**src/hw/gcr_consts.vh**
```
`ifndef GCR_CONSTS_VH
`define GCR_CONSTS_VH

// timing
`define GCR_CLK_MHZ          100
`define GCR_BLOCK_TIME_US    500
// lockout length in clock cycles: 500 us of the 100 MHz clock
`define GCR_BLOCK_CYCLES     16'hc350

// configuration port keys and layout
`define GCR_KEY_ENTER        8'h55
`define GCR_KEY_EXIT         8'haa
`define GCR_DATA_PORT_STEP   16'h0001
`define GCR_LDN_FLOPPY       8'h00
`define GCR_SOFT_RESET_BIT   0

// global register indices
`define GCR_IDX_CFG_CTRL     8'h02
`define GCR_IDX_INDEX_ADDR   8'h03
`define GCR_IDX_LDN          8'h07
`define GCR_IDX_DEV_ID       8'h20
`define GCR_IDX_REVISION     8'h21
`define GCR_IDX_PWR_CTRL     8'h22
`define GCR_IDX_PWR_MGMT     8'h23
`define GCR_IDX_OSC          8'h24
`define GCR_IDX_PORT_LOW     8'h26
`define GCR_IDX_PORT_HIGH    8'h27
`define GCR_IDX_CHECK_D      8'h2b
`define GCR_IDX_CHECK_E      8'h2c
`define GCR_IDX_CHECK_A      8'h2d
`define GCR_IDX_CHECK_B      8'h2e
`define GCR_IDX_CHECK_C      8'h2f

// floppy logical device indices
`define GCR_IDX_FD_ACT       8'h30
`define GCR_IDX_FD_BASE_HI   8'h60
`define GCR_IDX_FD_BASE_LO   8'h61
`define GCR_IDX_FD_IRQ       8'h70
`define GCR_IDX_FD_DMA       8'h74
`define GCR_IDX_FD_MODE      8'hf0
`define GCR_IDX_FD_OPTION    8'hf1
`define GCR_IDX_FD_TYPE      8'hf2
`define GCR_IDX_FD_DRV0      8'hf4
`define GCR_IDX_FD_DRV1      8'hf5

// reset values
`define GCR_RST_CFG_CTRL     8'h00
`define GCR_RST_INDEX_ADDR   8'h03
`define GCR_RST_LDN          8'h00
`define GCR_RST_PWR_CTRL     8'h00
`define GCR_RST_PWR_MGMT     8'h00
`define GCR_RST_OSC          8'h04
`define GCR_RST_PORT_LOW_S0  8'hf0
`define GCR_RST_PORT_LOW_S1  8'h70
`define GCR_RST_PORT_HIGH    8'h03
`define GCR_RST_CHECK        8'h00
`define GCR_RST_FD_ACT       8'h00
`define GCR_RST_FD_BASE_HI   8'h03
`define GCR_RST_FD_BASE_LO   8'hf0
`define GCR_RST_FD_IRQ       8'h06
`define GCR_RST_FD_DMA       8'h02
`define GCR_RST_FD_MODE      8'h0e
`define GCR_RST_FD_OPTION    8'h00
`define GCR_RST_FD_TYPE      8'hff
`define GCR_RST_FD_DRV       8'h00

`endif

```
**src/hw/gcr_config_bank.v**
```verilog
`timescale 1ns/10ps
`include "gcr_consts.vh"

module gcr_config_bank #(
	parameter [7:0]  DEVICE_CODE  = 8'h5a,   // arbitrary neutral value
	parameter [7:0]  REVISION     = 8'h01,   // arbitrary neutral value
	parameter        CNT_W        = 16,
	parameter [15:0] BLOCK_CYCLES = `GCR_BLOCK_CYCLES
) (
	// clock and reset
	input  wire        REF_CLK,
	input  wire        RST_N,
	// reset sources and strap, asynchronous pins
	input  wire        HOST_BUS_HARD_RESET,
	input  wire        MAIN_SUPPLY_POWER_ON_RESET,
	input  wire        STANDBY_SUPPLY_POWER_ON_RESET,
	input  wire        STRAP_CFG_SEL,
	// host bus
	input  wire [15:0] SA,
	input  wire        AEN,
	input  wire        IOR_N,
	input  wire        IOW_N,
	input  wire [7:0]  SD_IN,
	output reg  [7:0]  SD_OUT,
	output reg         SD_OE,
	// state seen by the rest of the chip
	output reg         CFG_MODE,
	output wire        HOST_BLOCKED,
	output wire [15:0] CFG_PORT_BASE,
	output wire [15:0] FLOPPY_BASE,
	output wire [7:0]  FLOPPY_ACTIVATE,
	output wire [7:0]  FLOPPY_IRQ_SEL,
	output wire [7:0]  FLOPPY_DMA_SEL
);

	// two-stage synchronisers; stage one is read only by stage two
	reg  [3:0]  rst_s1;
	reg  [3:0]  rst_s2;
	reg         strap_s1;
	reg         strap_s2;
	reg  [15:0] sa_s1;
	reg  [15:0] sa_s2;
	reg         aen_s1;
	reg         aen_s2;
	reg         ior_s1;
	reg         ior_s2;
	reg         iow_s1;
	reg         iow_s2;
	reg         iow_d;
	reg  [7:0]  sd_s1;
	reg  [7:0]  sd_s2;

	// register file
	reg  [7:0]  index;
	reg  [7:0]  cfg_ctrl;
	reg  [7:0]  index_addr;
	reg  [7:0]  ldn;
	reg  [7:0]  pwr_ctrl;
	reg  [7:0]  pwr_mgmt;
	reg  [7:0]  osc_ctrl;
	reg  [7:0]  port_low;
	reg  [7:0]  port_high;
	reg  [7:0]  check_a;
	reg  [7:0]  check_b;
	reg  [7:0]  check_c;
	reg  [7:0]  check_d;
	reg  [7:0]  check_e;
	reg  [7:0]  fd_act;
	reg  [7:0]  fd_base_hi;
	reg  [7:0]  fd_base_lo;
	reg  [7:0]  fd_irq;
	reg  [7:0]  fd_dma;
	reg  [7:0]  fd_mode;
	reg  [7:0]  fd_option;
	reg  [7:0]  fd_type;
	reg  [7:0]  fd_drv0;
	reg  [7:0]  fd_drv1;

	reg             soft_reset;
	reg  [CNT_W-1:0] block_cnt;
	reg  [7:0]      next_rd_data;

	wire        hard_rst;
	wire        main_rst;
	wire        stby_rst;
	wire        rst_all;
	wire        rst_nosoft;
	wire        rst_hm;
	wire        rst_ms;
	wire [15:0] port_base;
	wire        hit_index;
	wire        hit_data;
	wire        wr_strobe;
	wire        wr_index;
	wire        wr_data;
	wire        rd_active;
	wire        floppy_sel;
	wire        global_idx;

	always @(posedge REF_CLK) begin
		if (!RST_N) begin
			rst_s1   <= 4'h0;
			rst_s2   <= 4'h0;
			strap_s1 <= STRAP_CFG_SEL;
			strap_s2 <= strap_s1;
			sa_s1    <= 16'h0000;
			sa_s2    <= 16'h0000;
			aen_s1   <= 1'b1;
			aen_s2   <= 1'b1;
			ior_s1   <= 1'b1;
			ior_s2   <= 1'b1;
			iow_s1   <= 1'b1;
			iow_s2   <= 1'b1;
			iow_d    <= 1'b1;
			sd_s1    <= 8'h00;
			sd_s2    <= 8'h00;
		end else begin
			rst_s1   <= {1'b0, STANDBY_SUPPLY_POWER_ON_RESET, MAIN_SUPPLY_POWER_ON_RESET, HOST_BUS_HARD_RESET};
			rst_s2   <= rst_s1;
			strap_s1 <= STRAP_CFG_SEL;
			strap_s2 <= strap_s1;
			sa_s1    <= SA;
			sa_s2    <= sa_s1;
			aen_s1   <= AEN;
			aen_s2   <= aen_s1;
			ior_s1   <= IOR_N;
			ior_s2   <= ior_s1;
			iow_s1   <= IOW_N;
			iow_s2   <= iow_s1;
			iow_d    <= iow_s2;
			sd_s1    <= SD_IN;
			sd_s2    <= sd_s1;
		end
	end

	assign hard_rst   = rst_s2[0];
	assign main_rst   = rst_s2[1];
	assign stby_rst   = rst_s2[2];
	// reset classes by which sources reload a register
	assign rst_all    = hard_rst | main_rst | stby_rst | soft_reset;
	assign rst_nosoft = hard_rst | main_rst | stby_rst;
	assign rst_hm     = hard_rst | main_rst;
	assign rst_ms     = main_rst | stby_rst;

	// host lockout after main power-on; RST_N is the first power-up
	always @(posedge REF_CLK) begin
		if (!RST_N) begin
			block_cnt <= BLOCK_CYCLES[CNT_W-1:0];
		end else if (main_rst) begin
			block_cnt <= BLOCK_CYCLES[CNT_W-1:0];
		end else if (block_cnt != {CNT_W{1'b0}}) begin
			block_cnt <= block_cnt - {{(CNT_W-1){1'b0}}, 1'b1};
		end
	end
	assign HOST_BLOCKED = (block_cnt != {CNT_W{1'b0}});

	assign port_base  = {port_high, port_low};
	assign hit_index  = !aen_s2 && (sa_s2 == port_base);
	assign hit_data   = !aen_s2 && (sa_s2 == port_base + `GCR_DATA_PORT_STEP);
	// write is taken on the trailing edge of the strobe, when data is settled
	assign wr_strobe  = iow_s2 && !iow_d && !HOST_BLOCKED;
	assign wr_index   = wr_strobe && hit_index;
	assign wr_data    = wr_strobe && hit_data && CFG_MODE;
	assign rd_active  = !ior_s2 && CFG_MODE && (hit_index || hit_data) && !HOST_BLOCKED;
	assign global_idx = (index < `GCR_IDX_FD_ACT);
	assign floppy_sel = (ldn == `GCR_LDN_FLOPPY) && !global_idx;

	// configuration state and index pointer
	always @(posedge REF_CLK) begin
		if (!RST_N || rst_hm) begin
			CFG_MODE <= 1'b0;
			index    <= 8'h00;
		end else if (wr_index) begin
			if (!CFG_MODE) begin
				if (sd_s2 == `GCR_KEY_ENTER)
					CFG_MODE <= 1'b1;
			end else if (sd_s2 == `GCR_KEY_EXIT) begin
				CFG_MODE <= 1'b0;
			end else begin
				index <= sd_s2;
			end
		end
	end

	// soft reset pulse; the control bit itself does not stay set
	always @(posedge REF_CLK) begin
		if (!RST_N)
			soft_reset <= 1'b0;
		else
			soft_reset <= wr_data && (index == `GCR_IDX_CFG_CTRL) && sd_s2[`GCR_SOFT_RESET_BIT];
	end

	// global registers; each reset class reloads only its own members
	always @(posedge REF_CLK) begin
		if (!RST_N) begin
			cfg_ctrl   <= `GCR_RST_CFG_CTRL;
			index_addr <= `GCR_RST_INDEX_ADDR;
			ldn        <= `GCR_RST_LDN;
			pwr_ctrl   <= `GCR_RST_PWR_CTRL;
			pwr_mgmt   <= `GCR_RST_PWR_MGMT;
			osc_ctrl   <= `GCR_RST_OSC;
			port_low   <= strap_s2 ? `GCR_RST_PORT_LOW_S1 : `GCR_RST_PORT_LOW_S0;
			port_high  <= `GCR_RST_PORT_HIGH;
			check_a    <= `GCR_RST_CHECK;
			check_b    <= `GCR_RST_CHECK;
			check_c    <= `GCR_RST_CHECK;
			check_d    <= `GCR_RST_CHECK;
			check_e    <= `GCR_RST_CHECK;
		end else begin
			if (wr_data && !floppy_sel && global_idx) begin
				case (index)
				`GCR_IDX_CFG_CTRL: cfg_ctrl <= sd_s2 & ~(8'h01 << `GCR_SOFT_RESET_BIT);
				`GCR_IDX_INDEX_ADDR: index_addr <= sd_s2;
				`GCR_IDX_LDN: ldn <= sd_s2;
				`GCR_IDX_PWR_CTRL: pwr_ctrl <= sd_s2;
				`GCR_IDX_PWR_MGMT: pwr_mgmt <= sd_s2;
				`GCR_IDX_OSC: osc_ctrl <= sd_s2;
				`GCR_IDX_PORT_LOW: port_low <= sd_s2;
				`GCR_IDX_PORT_HIGH: port_high <= sd_s2;
				`GCR_IDX_CHECK_A: check_a <= sd_s2;
				`GCR_IDX_CHECK_B: check_b <= sd_s2;
				`GCR_IDX_CHECK_C: check_c <= sd_s2;
				`GCR_IDX_CHECK_D: check_d <= sd_s2;
				`GCR_IDX_CHECK_E: check_e <= sd_s2;
				default: cfg_ctrl <= cfg_ctrl;
				endcase
			end
			if (rst_all) begin
				ldn      <= `GCR_RST_LDN;
				pwr_ctrl <= `GCR_RST_PWR_CTRL;
			end
			if (rst_nosoft) begin
				cfg_ctrl   <= `GCR_RST_CFG_CTRL;
				index_addr <= `GCR_RST_INDEX_ADDR;
				pwr_mgmt   <= `GCR_RST_PWR_MGMT;
				osc_ctrl   <= `GCR_RST_OSC;
			end
			// strap is read live while the reset is held, so its level at release sticks
			if (rst_hm) begin
				port_low  <= strap_s2 ? `GCR_RST_PORT_LOW_S1 : `GCR_RST_PORT_LOW_S0;
				port_high <= `GCR_RST_PORT_HIGH;
			end
			if (rst_ms) begin
				check_a <= `GCR_RST_CHECK;
				check_b <= `GCR_RST_CHECK;
				check_c <= `GCR_RST_CHECK;
				check_d <= `GCR_RST_CHECK;
				check_e <= `GCR_RST_CHECK;
			end
		end
	end

	// floppy logical device registers
	always @(posedge REF_CLK) begin
		if (!RST_N) begin
			fd_act     <= `GCR_RST_FD_ACT;
			fd_base_hi <= `GCR_RST_FD_BASE_HI;
			fd_base_lo <= `GCR_RST_FD_BASE_LO;
			fd_irq     <= `GCR_RST_FD_IRQ;
			fd_dma     <= `GCR_RST_FD_DMA;
			fd_mode    <= `GCR_RST_FD_MODE;
			fd_option  <= `GCR_RST_FD_OPTION;
			fd_type    <= `GCR_RST_FD_TYPE;
			fd_drv0    <= `GCR_RST_FD_DRV;
			fd_drv1    <= `GCR_RST_FD_DRV;
		end else begin
			if (wr_data && floppy_sel) begin
				case (index)
				`GCR_IDX_FD_ACT: fd_act <= sd_s2;
				`GCR_IDX_FD_BASE_HI: fd_base_hi <= sd_s2;
				`GCR_IDX_FD_BASE_LO: fd_base_lo <= sd_s2;
				`GCR_IDX_FD_IRQ: fd_irq <= sd_s2;
				`GCR_IDX_FD_DMA: fd_dma <= sd_s2;
				`GCR_IDX_FD_MODE: fd_mode <= sd_s2;
				`GCR_IDX_FD_OPTION: fd_option <= sd_s2;
				`GCR_IDX_FD_TYPE: fd_type <= sd_s2;
				`GCR_IDX_FD_DRV0: fd_drv0 <= sd_s2;
				`GCR_IDX_FD_DRV1: fd_drv1 <= sd_s2;
				default: fd_act <= fd_act;
				endcase
			end
			if (rst_all) begin
				fd_act     <= `GCR_RST_FD_ACT;
				fd_base_hi <= `GCR_RST_FD_BASE_HI;
				fd_base_lo <= `GCR_RST_FD_BASE_LO;
				fd_irq     <= `GCR_RST_FD_IRQ;
				fd_dma     <= `GCR_RST_FD_DMA;
			end
			if (rst_nosoft) begin
				fd_mode   <= `GCR_RST_FD_MODE;
				fd_option <= `GCR_RST_FD_OPTION;
				fd_type   <= `GCR_RST_FD_TYPE;
				fd_drv0   <= `GCR_RST_FD_DRV;
				fd_drv1   <= `GCR_RST_FD_DRV;
			end
		end
	end

	// read mux; write-only control and unmapped indices read zero
	always @* begin
		next_rd_data = 8'h00;
		if (hit_index) begin
			next_rd_data = index;
		end else if (floppy_sel) begin
			case (index)
			`GCR_IDX_FD_ACT: next_rd_data = fd_act;
			`GCR_IDX_FD_BASE_HI: next_rd_data = fd_base_hi;
			`GCR_IDX_FD_BASE_LO: next_rd_data = fd_base_lo;
			`GCR_IDX_FD_IRQ: next_rd_data = fd_irq;
			`GCR_IDX_FD_DMA: next_rd_data = fd_dma;
			`GCR_IDX_FD_MODE: next_rd_data = fd_mode;
			`GCR_IDX_FD_OPTION: next_rd_data = fd_option;
			`GCR_IDX_FD_TYPE: next_rd_data = fd_type;
			`GCR_IDX_FD_DRV0: next_rd_data = fd_drv0;
			`GCR_IDX_FD_DRV1: next_rd_data = fd_drv1;
			default: next_rd_data = 8'h00;
			endcase
		end else if (global_idx) begin
			case (index)
			`GCR_IDX_INDEX_ADDR: next_rd_data = index_addr;
			`GCR_IDX_LDN: next_rd_data = ldn;
			`GCR_IDX_DEV_ID: next_rd_data = DEVICE_CODE;
			`GCR_IDX_REVISION: next_rd_data = REVISION;
			`GCR_IDX_PWR_CTRL: next_rd_data = pwr_ctrl;
			`GCR_IDX_PWR_MGMT: next_rd_data = pwr_mgmt;
			`GCR_IDX_OSC: next_rd_data = osc_ctrl;
			`GCR_IDX_PORT_LOW: next_rd_data = port_low;
			`GCR_IDX_PORT_HIGH: next_rd_data = port_high;
			`GCR_IDX_CHECK_A: next_rd_data = check_a;
			`GCR_IDX_CHECK_B: next_rd_data = check_b;
			`GCR_IDX_CHECK_C: next_rd_data = check_c;
			`GCR_IDX_CHECK_D: next_rd_data = check_d;
			`GCR_IDX_CHECK_E: next_rd_data = check_e;
			default: next_rd_data = 8'h00;
			endcase
		end
	end

	// data bus driven from flops; costs a cycle but keeps glitches off the pins
	always @(posedge REF_CLK) begin
		if (!RST_N) begin
			SD_OUT <= 8'h00;
			SD_OE  <= 1'b0;
		end else begin
			SD_OUT <= next_rd_data;
			SD_OE  <= rd_active;
		end
	end

	assign CFG_PORT_BASE   = port_base;
	assign FLOPPY_BASE     = {fd_base_hi, fd_base_lo};
	assign FLOPPY_ACTIVATE = fd_act;
	assign FLOPPY_IRQ_SEL  = fd_irq;
	assign FLOPPY_DMA_SEL  = fd_dma;

endmodule

```
**config.mk**
```make
export PLATFORM = sky130hd
export DESIGN_NAME = gcr_config_bank
export DESIGN_NICKNAME = d
export VERILOG_FILES = /design/src/hw/gcr_config_bank.v
export VERILOG_INCLUDE_DIRS = /design/src /design/src/hw
export SDC_FILE = /design/constraint.sdc
export NUM_CORES = 1
export LEC_CHECK = 0
export BUFFER_PORTS_ARGS = -buffer_cell sky130_fd_sc_hd__buf_2
export CAP_MARGIN = 20
export CORE_MARGIN = 2
export CORE_UTILIZATION = 45
export DETAILED_ROUTE_END_ITERATION = 6
export PLACE_DENSITY = 0.64
export SLEW_MARGIN = 20
export SYNTH_ARGS = -nofsm -noshare
export SYNTH_HDL_FRONTEND = slang
export SYNTH_SLANG_ARGS = --single-unit
export TNS_END_PERCENT = 100
```
**constraint.sdc**
```tcl
create_clock -name REF_CLK -period 5.3 [get_ports REF_CLK]
set_input_delay 1.06 -clock REF_CLK [delete_from_list [all_inputs] [get_ports REF_CLK]]
set_output_delay 1.06 -clock REF_CLK [all_outputs]
set_load 0.02 [all_outputs]
```
# --- Word level (Yosys, flattened, before mapping) ---
# Cells that the tools add are included.
word_totals:
  ff_bits: 274
  word_cells: 151
  inputBits: 33
op_classes:
  order_cmp: 1
  muxes: 13
  n_addsub: 2
  n_eq_ne: 31
  bitwise: 6
  reduce_logical: 55
op_table:
  columns: ["operator", "count"]
  rows:
  - ["8-bit one-hot mux with 14 select lines", 1]
  - ["8-bit by 6-bit equality test with 1-bit output (second input constant)", 13]
  - ["8-bit one-hot mux with 10 select lines", 1]
  - ["8-bit 2-to-1 mux", 8]
  - ["8-bit equality test (second input constant)", 6]
  - ["2-bit AND reduction", 22]
  - ["8-bit by 7-bit equality test with 1-bit output (second input constant)", 5]
  - ["16-bit equality test", 2]
  - ["16-bit by 1-bit adder with 16-bit output (second input constant)", 1]
  - ["8-bit by 2-bit equality test with 1-bit output (second input constant)", 2]
  - ["1-bit logical AND", 16]
  - ["16-bit nonzero test", 1]
  - ["16-bit by 1-bit subtractor with 16-bit output (second input constant)", 1]
  - ["2-bit OR reduction", 5]
  - ["8-bit by 3-bit equality test with 1-bit output (second input constant)", 1]
  - ["8-bit logical NOT", 1]
  - ["8-bit by 6-bit less-than comparator with 1-bit output (second input constant)", 1]
  - ["1-bit logical NOT", 7]
  - ["3-bit by 1-bit != test with 1-bit output (second input constant)", 2]
  - ["1-bit OR", 4]
  - ["1-bit 2-to-1 mux", 3]
  - ["3-bit AND reduction", 1]
  - ["1-bit logical OR", 2]
  - ["1-bit inverter", 2]

# --- Longest topological paths before layout ---
depth:
  word_depth: 10
  mapped_depth: 12
  depth_no_buf: 11

# --- Worst setup path before layout ---
# Ideal clock, no wire load.
synth_path:
  path_kind: "register to register"
  startpoint: "register port_low[1]"
  endpoint: "register port_low[0] (enable)"
  setup_slack_ns: 2.167
  arrival_time_ns: 2.804
  synth_period_minus_slack_ns: 3.133
  setup_ns: 0.329
  stages_incl_launch_ff: 11
  cell_sequence: "edfxtp_1 > ha_1 > and4_1 > a21boi_1 > o41a_1 > a21oi_1 > and4b_1 > buf_2 > buf_2 > nand2_1 > nand2_1"
synth_between:
  elab_chain_len: 9
synth_rtl:
  columns: ["item", "line_no", "text"]
  rows:
  - ["start: declaration", "gcr_config_bank.v:61", "reg [7:0] port_low;"]
  - ["start signal: assignment", "gcr_config_bank.v:202", "port_low <= strap_s2 ? `GCR_RST_PORT_LOW_S1 : `GCR_RST_PORT_LOW_S0;"]
  - ["start signal: assignment", "gcr_config_bank.v:218", "`GCR_IDX_PORT_LOW: port_low <= sd_s2;"]
  - ["start signal: assignment", "gcr_config_bank.v:240", "port_low <= strap_s2 ? `GCR_RST_PORT_LOW_S1 : `GCR_RST_PORT_LOW_S0;"]
  - ["16-bit by 1-bit adder with 16-bit output (no line)", null, null]
  - ["16-bit equality test (no line)", null, null]
  - ["1-bit logical AND", "gcr_config_bank.v:159", "assign hit_data = !aen_s2 && (sa_s2 == port_base + `GCR_DATA_PORT_STEP);"]
  - ["1-bit logical AND (2 in a row)", "gcr_config_bank.v:163", "assign wr_data = wr_strobe && hit_data && CFG_MODE;"]
  - ["1-bit logical AND (2 in a row)", "gcr_config_bank.v:210", "if (wr_data && !floppy_sel && global_idx) begin"]
  - ["3-bit by 1-bit != test with 1-bit output (no line)", null, null]
  - ["2-bit AND reduction (no line)", null, null]
# Every way passes these cells.
# A chain may end at the register's enable or synchronous reset.

# --- Final worst setup path ---
layout_path:
  startpoint: "register port_low[0]"
  endpoint: "register check_a[5]"
layout_between:
  elab_chain_len: 8
layout_rtl:
  columns: ["item", "line_no", "text"]
  rows:
  - ["16-bit by 1-bit adder with 16-bit output (no line)", null, null]
  - ["16-bit equality test (no line)", null, null]
  - ["1-bit logical AND", "gcr_config_bank.v:159", null]
  - ["1-bit logical AND (2 in a row)", "gcr_config_bank.v:163", null]
  - ["1-bit logical AND (2 in a row)", "gcr_config_bank.v:210", null]
  - ["2-bit AND reduction (no line)", null, null]
  - ["end signal: assignment", "gcr_config_bank.v:204", "check_a <= `GCR_RST_CHECK;"]
  - ["end signal: assignment", "gcr_config_bank.v:220", "`GCR_IDX_CHECK_A: check_a <= sd_s2;"]
  - ["end signal: assignment", "gcr_config_bank.v:244", "check_a <= `GCR_RST_CHECK;"]
  - ["end: declaration", "gcr_config_bank.v:63", "reg [7:0] check_a;"]
# Every way passes these cells.

==> out/metrics.cfg <==
[global_route]
gr-usage-all-layers_pct = 24.41
grt_start_max_net_pins = 73
grt.overflow.total = 0
grt_pass1_vias = 9021
grt_antenna_before_repair = 0
grt_pass1_wl_um = 53800

[die]
die_h_um = 167.4
ios = 100
start_util_pct = 45.95
core_um2 = 26130
die_area_um2 = 28010
die_x_um = 167.4
row_count = 59

[cts]
clock_path_buffers = 3
cts_resized = 0
clock_latency_ns = 0.55
htreeDepth = 1
cts-root-buf = clkbuf_16
cts_tree = yes
clk_pin_slew_ns = 0.06
cts_buffers = 29
clock-sinks = 274
cts_hold_buf = 0
post_cts_buffers = 0

[layout]
syn_to_final_growth_pct = 14.27
layout-drive-gt1-share_pct = 16.01
fin_area_um2 = 13720
finish.utilization_pct = 52.51
layout.cells.non_filler = 1672
fin_nets = 1350
top_regs = block_cnt (16), sa_s1 (16), sa_s2 (16)
diodes = 0

[sta]
grt_setup_unrepaired = no
slew_headroom_pct = 22.62
holdWs_ns = 0.3335
hold_viol_final = 0
fmax_ghz = 0.2606
period_needed_ns = 3.837
setup_viol = 0
slew_viol_final = 0
tightest_slew_ns = 1.145
clock-skew-final_ns = 0.01949
fin_ws_ns = 1.463
fin_crit_sh_pct = 72.40
fin_setup_tns_ns = 0

[route]
postRouteAntennaNets = 0
finalWirelength_um = 34870
wl_per_cell_um = 20.85
drt_iter0_markers = 1034
drc = 15
viasPerCell = 5.763
vias = 9636
first_pass_iters = 7

[yosys]
synth-edff-count = 8
avgSynthCellArea_um2 = 9.615
syn_inst = 1249
synthesis.area_um2 = 12010
ys_ff_latch = 274
synth-seq-area-share_pct = 46.34
yosysWarnings = 0
syn-num-nets = 1284
ys.flop_type = dfxtp_1
synth_async_sr_flop_share_pct = 0
ys_types = 81

[power_and_ir_drop]
p_int_mw = 3.384
power.total_mw = 4.365
p_per_area_nw_per_um2 = 318.1
combPwrFrac_pct = 4.3
power_switching_mw = 0.9805
sw_frac_of_total_pct = 22.46
power_frac_seq_pct = 48.9
p_leak_nw = 5.639
clockPowerShare_pct = 46.8
peakVddDrop_uv = 259.4

[placed_design]
post-dp-hpwl_um = 24070
place_congestion = 0.9421
dp.cells = 1619
postPlaceCellArea_um2 = 12750
dp_slack_ns = 1.535
port_buffers = 99

[worst_setup_path]
end_kind = flop
cp.arrival_ns = 4.30
crit_required_ns = 5.76
start_kind = flop
crit_type = reg2reg
critPathMaxFanout = 17

[outcome]
outcome = complete, but fails checks
violations = DRC

[job]
cap_violations = 0

[worst_hold_path]
min_path_type = reg2reg

synthesized netlist by cell type (all sizes together), types with 5 or more instances:
library cell / n / area (um2)
nand2b: 17 / 106.4
nor3: 16 / 107.6
nand3: 29 / 160.2
mux2: 5 / 56.30
a22oi: 12 / 90.09
a22o: 9 / 78.83
mux2i: 179 / 1792
nand4: 14 / 102.6
dfxtp: 266 / 5325
and2: 63 / 394.1
inv: 9 / 33.78
nand3b: 7 / 52.55
edfxtp: 8 / 240.2
clkbuf: 67 / 251.5
xnor2: 16 / 140.1
a21oi: 35 / 175.2
nor2b: 8 / 50.05
a211oi: 7 / 57.55
buf: 17 / 90.09
nor2: 81 / 314.0
o21ai: 28 / 140.1
nand2: 205 / 792.0
a221oi: 11 / 96.34
or3: 12 / 75.07
nor4: 16 / 157.6
xor2: 16 / 140.1
a222oi: 12 / 120.1
mux4: 8 / 180.2
and3: 10 / 62.56
nor4b: 7 / 61.31
power groups by stage:
| stage | clock network (mW) | registers, mW | logic (mW) |
|---|---|---|---|
| floorplan | 0 | 2.17 | 0.128 |
| global placement | 0 | 2.18 | 0.187 |
| detailed placement | 0 | 2.18 | 0.188 |
| CTS | 2.07 | 2.13 | 0.189 |
| global route | 2.16 | 2.14 | 0.208 |
| finish | 2.04 | 2.13 | 0.189 |
worst max-delay path, stage by stage, from the launching register on:
cell and delay (ns):
edfxtp_1 0.48, ha_1 0.32, nand4_1 0.27, nor4_2 0.35, xnor2_1 0.20, a2111oi_4 0.41
and4b_1 0.88, and3_1 0.60, mux2i_1 0.24
final timing paths:
kind	start	to	slack, ns	cells past startpoint
min reg2reg	strap_s1$_DFF_P_	strap_s2$_DFF_P_	0.33	0
max reg2reg	port_low[0]$_SDFFCE_PP0P_	check_a[5]$_SDFFE_PP0P_	1.46	8
max	port_low[0]$_SDFFCE_PP0P_	check_a[5]$_SDFFE_PP0P_	1.46	8
min	strap_s1$_DFF_P_	strap_s2$_DFF_P_	0.33	0
per-layer routing:
layer | share of wire (%) | global-route usage, % | up-vias
li1 | - | - | 4557
met1 | 46 | 35.92 | 4628
met2 | 44 | 37.34 | 380
met3 | 7.5 | 3.522 | 71
met4 | 2.7 | 6.919 | 0
met5 | 0 | 0 | -
cell families (layout without fill, tap and decap cells):
kind of cell | count (synthesis) | in the layout | synth area share (%)
and+or+nand+nor | 510 | 510 | 22.34
DFF | 274 | 274 | 46.34
muxes | 192 | 192 | 16.89
AOI/OAI and AO/OA | 146 | 146 | 8.763
buffers and inverters | 93 | 181 | 3.126
xor gates and xnor gates | 32 | 32 | 2.334
adders and majority gates | 2 | 2 | 0.2083
layout by cell type, fill, tap and decap left out, drive strengths merged, types with 11 or more instances in the layout:
cell	netlist	routed
and2	63	63
mux2i	179	179
buf	17	119
nand4	14	14
nand3	29	29
inv	9	11
a222oi	12	12
a22oi	12	12
xor2	16	16
nand2b	17	17
dfxtp	266	266
nor2	81	81
nor3	16	16
a221oi	11	11
xnor2	16	16
o21ai	28	28
or3	12	12
clkbuf	67	44
nand2	205	205
nor4	16	16
a21oi	35	35
cell type report:
class | instances | area [um2]
sequential | 274 | 5565
tap | 335 | 419.2
timing repair buffer | 119 | 645.6
clock buffer | 44 | 862.1
clock inverter | 9 | 107.6
multi-input combinational | 882 | 6090
fill | 2456 | 12410
inverter | 9 | 33.78
Power figures use the tool's default switching activity.
